File: config.mk
export PLATFORM = sky130hd
export DESIGN_NAME = ufm_slave_rx
export DESIGN_NICKNAME = d
export VERILOG_FILES = /design/src/hw/sync_2ff.v /design/src/hw/ufm_slave_rx.v
export VERILOG_INCLUDE_DIRS = /design/src /design/src/hw
export SDC_FILE = /design/constraint.sdc
export NUM_CORES = 1
export LEC_CHECK = 0
export BUFFER_PORTS_ARGS = -buffer_cell sky130_fd_sc_hd__buf_4
export CORE_UTILIZATION = 45
export DETAILED_ROUTE_END_ITERATION = 6
export PLACE_DENSITY_LB_ADDON = 0.08
export SLEW_MARGIN = 30
export SYNTH_ARGS = -nofsm -noshare
export SYNTH_HDL_FRONTEND = slang
export SYNTH_SLANG_ARGS = --single-unit
File: constraint.sdc
create_clock -name clock_in -period 4.7 [get_ports clock_in]
set_input_delay 0.705 -clock clock_in [delete_from_list [all_inputs] [get_ports clock_in]]
set_output_delay 0.705 -clock clock_in [all_outputs]
set_load 0.02 [all_outputs]
File: src/hw/ufm_rx_map.vh
// constants for the write-only two-wire serial receiver
`ifndef UFM_RX_MAP_VH
`define UFM_RX_MAP_VH
`define UFM_ADDR_W        7
`define UFM_BYTE_W        8
`define UFM_BIT_CNT_W     4
`define UFM_LAST_DATA_BIT 4'h7
`define UFM_ACK_SLOT_BIT  4'h8
`define UFM_DIR_WRITE     1'b0
`define UFM_GCALL_ADDR    7'h00
`define UFM_OWN_ADDR_RST  7'h20
`endif

File: src/hw/sync_2ff.v
// two flip-flop synchroniser for one level
`timescale 1ns/1ns
module sync_2ff #(
  parameter [0:0] RST_VAL = 1'h1
) (
  input  wire clock_in,
  input  wire reset_n_in,
  input  wire async_in,
  output wire sync_out
);
  reg meta_r;
  reg sync_r;
  // preset to the idle level of the line so reset release shows no false edge
  always @(posedge clock_in or negedge reset_n_in) begin
    if (!reset_n_in) begin
      meta_r <= RST_VAL;
      sync_r <= RST_VAL;
    end else begin
      meta_r <= async_in;
      sync_r <= meta_r;
    end
  end
  assign sync_out = sync_r;
endmodule

File: src/hw/ufm_slave_rx.v
// receive-only slave for the push-pull write-only two-wire link
`timescale 1ns/1ns
`include "ufm_rx_map.vh"
// How it works
// - data flows master to slave only
// - slave only receives, never transmits
// - slave never stretches; no arbitration
// - start, stop, 7-bit address mandatory
// - both lines are inputs here
// - data falling, clock high: start
// - data rising, clock high: stop
// - bytes eight bits, msb first
// - seven-bit address plus write bit
// - any start resets to address phase
module ufm_slave_rx (
  input  wire       clock_in,
  input  wire       reset_n_in,
  input  wire [6:0] own_addr_in,
  input  wire       gcall_en_in,
  input  wire       scl_in,
  input  wire       sda_in,
  output reg  [7:0] rx_data_out,
  output reg        rx_valid_out,
  output reg        rx_first_out,
  output reg        start_seen_out,
  output reg        stop_seen_out,
  output wire       busy_out,
  output wire       selected_out,
  output reg        frame_err_out
);
  localparam ST_IDLE = 4'b0001;
  localparam ST_ADDR = 4'b0010;
  localparam ST_DATA = 4'b0100;
  localparam ST_SKIP = 4'b1000;

  reg        rst_m_r;
  reg        rst_s_r;
  wire       rst_n;
  wire       scl_s;
  wire       sda_s;
  reg        scl_d_r;
  reg        sda_d_r;
  reg  [3:0] state_r;
  reg  [3:0] state_nxt;
  reg  [3:0] bit_cnt_r;
  reg  [7:0] shift_r;
  reg        first_pend_r;
  wire [6:0] own_addr_s;
  wire       gcall_en_s;

  always @(posedge clock_in or negedge reset_n_in) begin
    if (!reset_n_in) begin
      rst_m_r <= 1'b0;
      rst_s_r <= 1'b0;
    end else begin
      rst_m_r <= 1'b1;
      rst_s_r <= rst_m_r;
    end
  end
  assign rst_n = rst_s_r;

  // 5 MHz halves still span several clocks
  sync_2ff #(.RST_VAL (1'h1)) u_sync_scl (
    .clock_in   (clock_in),
    .reset_n_in (rst_n),
    .async_in   (scl_in),
    .sync_out   (scl_s)
  );
  sync_2ff #(.RST_VAL (1'h1)) u_sync_sda (
    .clock_in   (clock_in),
    .reset_n_in (rst_n),
    .async_in   (sda_in),
    .sync_out   (sda_s)
  );

  // address straps: per-bit sync, so change them only while the bus is idle
  sync_2ff #(.RST_VAL (1'h0)) u_sync_addr0 (
    .clock_in   (clock_in),
    .reset_n_in (rst_n),
    .async_in   (own_addr_in[0]),
    .sync_out   (own_addr_s[0])
  );
  sync_2ff #(.RST_VAL (1'h0)) u_sync_addr1 (
    .clock_in   (clock_in),
    .reset_n_in (rst_n),
    .async_in   (own_addr_in[1]),
    .sync_out   (own_addr_s[1])
  );
  sync_2ff #(.RST_VAL (1'h0)) u_sync_addr2 (
    .clock_in   (clock_in),
    .reset_n_in (rst_n),
    .async_in   (own_addr_in[2]),
    .sync_out   (own_addr_s[2])
  );
  sync_2ff #(.RST_VAL (1'h0)) u_sync_addr3 (
    .clock_in   (clock_in),
    .reset_n_in (rst_n),
    .async_in   (own_addr_in[3]),
    .sync_out   (own_addr_s[3])
  );
  sync_2ff #(.RST_VAL (1'h0)) u_sync_addr4 (
    .clock_in   (clock_in),
    .reset_n_in (rst_n),
    .async_in   (own_addr_in[4]),
    .sync_out   (own_addr_s[4])
  );
  sync_2ff #(.RST_VAL (1'h0)) u_sync_addr5 (
    .clock_in   (clock_in),
    .reset_n_in (rst_n),
    .async_in   (own_addr_in[5]),
    .sync_out   (own_addr_s[5])
  );
  sync_2ff #(.RST_VAL (1'h0)) u_sync_addr6 (
    .clock_in   (clock_in),
    .reset_n_in (rst_n),
    .async_in   (own_addr_in[6]),
    .sync_out   (own_addr_s[6])
  );
  sync_2ff #(.RST_VAL (1'h0)) u_sync_gcall (
    .clock_in   (clock_in),
    .reset_n_in (rst_n),
    .async_in   (gcall_en_in),
    .sync_out   (gcall_en_s)
  );

  always @(posedge clock_in or negedge rst_n) begin
    if (!rst_n) begin
      scl_d_r <= 1'b1;
      sda_d_r <= 1'b1;
    end else begin
      scl_d_r <= scl_s;
      sda_d_r <= sda_s;
    end
  end

  wire scl_rise = scl_s & ~scl_d_r;
  wire start_det = scl_s & scl_d_r & sda_d_r & ~sda_s;
  wire stop_det = scl_s & scl_d_r & ~sda_d_r & sda_s;
  wire byte_done = scl_rise && (bit_cnt_r == `UFM_LAST_DATA_BIT);
  wire slot_done = scl_rise && (bit_cnt_r == `UFM_ACK_SLOT_BIT);
  wire [7:0] byte_val = {shift_r[6:0], sda_s};
  wire addr_hit = (byte_val[7:1] == own_addr_s) ||
                  (gcall_en_s && (byte_val[7:1] == `UFM_GCALL_ADDR));
  wire addr_ok = addr_hit && (byte_val[0] == `UFM_DIR_WRITE);

  always @* begin
    state_nxt = state_r;
    case (state_r)
      ST_IDLE: state_nxt = ST_IDLE;
      ST_ADDR: begin
        if (byte_done)
          state_nxt = addr_ok ? ST_DATA : ST_SKIP;
      end
      ST_DATA: state_nxt = ST_DATA;
      ST_SKIP: state_nxt = ST_SKIP;
      default: state_nxt = ST_IDLE;
    endcase
    if (start_det)
      state_nxt = ST_ADDR;
    else if (stop_det)
      state_nxt = ST_IDLE;
  end

  always @(posedge clock_in or negedge rst_n) begin
    if (!rst_n) begin
      state_r        <= ST_IDLE;
      bit_cnt_r      <= 4'h0;
      shift_r        <= 8'h00;
      rx_data_out    <= 8'h00;
      rx_valid_out   <= 1'b0;
      rx_first_out   <= 1'b0;
      first_pend_r   <= 1'b0;
      start_seen_out <= 1'b0;
      stop_seen_out  <= 1'b0;
      frame_err_out  <= 1'b0;
    end else begin
      state_r        <= state_nxt;
      rx_valid_out   <= 1'b0;
      start_seen_out <= start_det;
      stop_seen_out  <= stop_det;
      frame_err_out  <= 1'b0;
      if (start_det || stop_det) begin
        bit_cnt_r    <= 4'h0;
        first_pend_r <= 1'b1;
        // void message; the stop's own clock rise counts one bit
        if (stop_det && state_r == ST_ADDR && bit_cnt_r <= 4'h1)
          frame_err_out <= 1'b1;
      end else if (scl_rise && state_r != ST_IDLE) begin
        // msb first, eight bits plus slot
        if (slot_done) begin
          bit_cnt_r <= 4'h0;
        end else begin
          bit_cnt_r <= bit_cnt_r + 4'h1;
          shift_r   <= byte_val;
        end
        // data bytes only after matched address
        if (byte_done && state_r == ST_DATA) begin
          rx_data_out  <= byte_val;
          rx_valid_out <= 1'b1;
          rx_first_out <= first_pend_r;
          first_pend_r <= 1'b0;
        end
        if (slot_done && !sda_s)
          frame_err_out <= 1'b1;
      end
    end
  end

  // no driver exists: outputs only to user side
  // clock never held, stretched or driven
  assign busy_out     = (state_r != ST_IDLE);
  assign selected_out = (state_r == ST_DATA);
endmodule

==> qor.yml <==
setup_path:
  slowest_stage: "dfstp_2"
  cp_top_family: "flip-flops"
  regToRegSetupSlack_ns: 2.83
  critical_path_buf_inv_count: 1
  critPathRequiredTime_ns: 3.99
  path_max_fanout: 5
  startpoint: "state_r[0]"
  r2r_start: "state_r[0]"
  reg2reg_to: "shift_r[3]"
  endpoint_kind: "output port"
  setup.worst_path.start_class: "register"
  cp_data_arrival_time_ns: 1.64
  rr_worst_depth: 3
  cp_cell_sequence: "or4b_1 -> buf_4"
  critical_path_class: "register to output port"
  critical-path-max-stage-delay_ns: 0.58
floorplanning:
  core_area_um2: 4354
  dieArea_um2: 4785
  io-pin-count: 27
  die_h_um: 69.18
  fp-row-count: 24
  die_w_um: 69.18
  initial_core_util_pct: 46.64
synthesis:
  synth_seq_cells: 53
  syn_inst: 142
  synth.avg_cell_area_um2: 14.30
  syn_area_um2: 2031
  async_flop_share_pct: 100.0
  ys_types: 40
  synth_compound_area_share_pct: 7.270
  yosys_warnings: 0
  synth_top_family_by_area: "simple AND/OR/NAND/NOR gates"
  ys_seq_area_share_pct: 65.74
  synth_nets: 157
  synthAdderAreaFrac_pct: 1.848
  ys.flop_type: "dfrtp_1"
  synth-edff-count: 0
  synth-simple-area-share_pct: 10.84
  synth-xor-area-share_pct: 3.450
  muxShareOfSynthArea_pct: 8.872
timing:
  hold_violations: 0
  period_share_pct: 49.86
  setup_viol: 0
  tightest_slew_ns: 0.6309
  maxSlewViolCount: 0
  rsz0062_at_grt: "false"
  period_needed_ns: 2.343
  maxSlewHeadroom_pct: 57.94
  fin_hold_ws_ns: 0.1656
  finalSetupTns_ns: 0
  fmax_mhz: 426.7
  skew_ns: 0.008752
place:
  gp_congestion: 0.8026
  hpwl_um: 2209
  port-buffer-count: 26
pwr:
  peakVddDrop_mv: 0.1942
  powerDensity_nw_per_um2: 355.8
  p_leak_nw: 1.131
  p_total_w: 0.0008422
clocking:
  clk_latency_ns: 0.31
  postCtsSetupRepairBufs: 0
  clockBufferDepth: 2
  postCtsHoldBufs: 0
  cts_resized: 0
  cts_root_buf: "clkbuf_8"
  clk_pin_slew_ns: 0.09
  cts_sinks: 53
  tritoncts.num_buffers: 5
  cts_tree: "done"
  h-tree-depth: 2
layout:
  nets: 187
  area_growth_pct: 16.57
  multiInputGateArea_um2: 659.4
  regArea_um2: 1339
  nFillCells: 358
  antenna_cells: 0
  drive_above_1_share_pct: 26.59
drt:
  drc_errors: 0
  dr.pass1.iters: 4
  routed_via_density: 5.253
  vias: 1182
  routed_wl_um: 3272
  drtAntennaViolNets: 0
  first_iter_violations: 53
  wl_per_cell_um: 14.54
global_route:
  grt_pass1_wl_um: 5727
  grtUsageTotal_pct: 15.46
  grt_pass1_vias: 1217
  antenna_found_initial: 0
  grt.overflow.total: 0
  grt_max_degree: 52
flow_run:
  cap_violations: 0
min_path:
  min_path_type: "input port to async pin"
run_status:
  status: "complete, no violations"
[state kept, by name (all words and copies together), names as in the netlist, 4 cells and up]
signal	count
bit_cnt_r	4
shift_r	7
state_r	4
rx_data_out	8
[cells in the mapped netlist (3+ instances only)]
cell     count  area share, %
dfrtp_1     46             57
dfstp_2      7            9.1
ha_1         3            1.8
inv_1        3           0.55
mux2_1      16            8.9
nand2_1      5           0.92
nand3_1      3           0.74
nor2_1       4           0.74
nor2b_1      4            1.2
nor4b_1      3            1.3
o21ai_1      3           0.74
o31ai_1      3            1.1
xnor2_1      3            1.3
xor2_1       5            2.2
[layout by cell type, fill, tap and decap left out, types with 2 or more instances in the layout]
cell      instances
clkbuf_8          6
nor2b_1           4
xor2_1            5
o31ai_1           3
nor2_1            4
dfstp_2           7
xnor2_1           3
dfrtp_1          45
inv_1             3
nand2b_1          2
nand2_1           5
nor3_1            2
a41oi_1           2
nor4b_1           3
buf_4            26
mux2_1           16
nor4_1            2
nor3b_1           2
nand3_1           3
a21o_1            2
o21a_1            2
o21ai_1           3
ha_1              3
[where the power goes]
group	switching (W)	internal [W]	total (W)
sequential	0.0000340	0.000484	0.000518
combinational	0.0000267	0.0000344	0.0000611
clock	0.000143	0.000120	0.000263
total	0.000204	0.000638	0.000842
[layout make-up]
class / instances / area share (%)
Clock buffer: 7 / 3.647
Clock inverter: 1 / 0.3171
Inverter: 4 / 0.6342
Multi-Input combinational cell: 82 / 27.85
Sequential cell: 53 / 56.55
Tap cell: 52 / 2.748
Timing Repair Buffer: 26 / 8.245
[cell families (layout without fill, tap and decap cells)]
kind of cell	Yosys count	in the layout
adders and majority gates	3	3
AOI/OAI and AO/OA	19	19
other	1	1
and+or+nand+nor	35	35
buffers and inverters	7	38
DFF	53	53
muxes	16	16
xor gates and xnor gates	8	8
[per-layer routing]
layer  global-route usage [%]  vias up  wire [µm]  part of all wire (%)
met5                        0        -          0                     0
met4                    6.803        0         73                   2.2
met3                    4.360        6        112                   3.4
met2                    24.16       20       1524                    47
met1                    20.20      595       1561                    48
li1                         -      561          -                     -
[per-stage QoR]
| stage | area [µm²] | worst slack [ns] | utilization [%] | instances |
|---|---|---|---|---|
| detailed placement | 2273 | 2.686 | 52.21 | 217 |
| finish | 2367 | 2.357 | 54.37 | 225 |
| floorplan | 2031 | 2.857 | - | 142 |
| global placement | 2271 | 2.702 | 52.16 | 217 |
| CTS | 2367 | 2.340 | 54.37 | 225 |
| global route | 2367 | 2.305 | 54.37 | 225 |
[how the worst max path moves through the flow]
stage | endpoint | slack, ns | cells after the start
after floorplan | busy_out | 2.86 | 2
after global placement | busy_out | 2.70 | 2
after detailed placement | busy_out | 2.69 | 2
after CTS | busy_out | 2.34 | 2
after global routing | busy_out | 2.30 | 2
final | busy_out | 2.36 | 2
No activity file was read; power rests on OpenSTA's default activity.
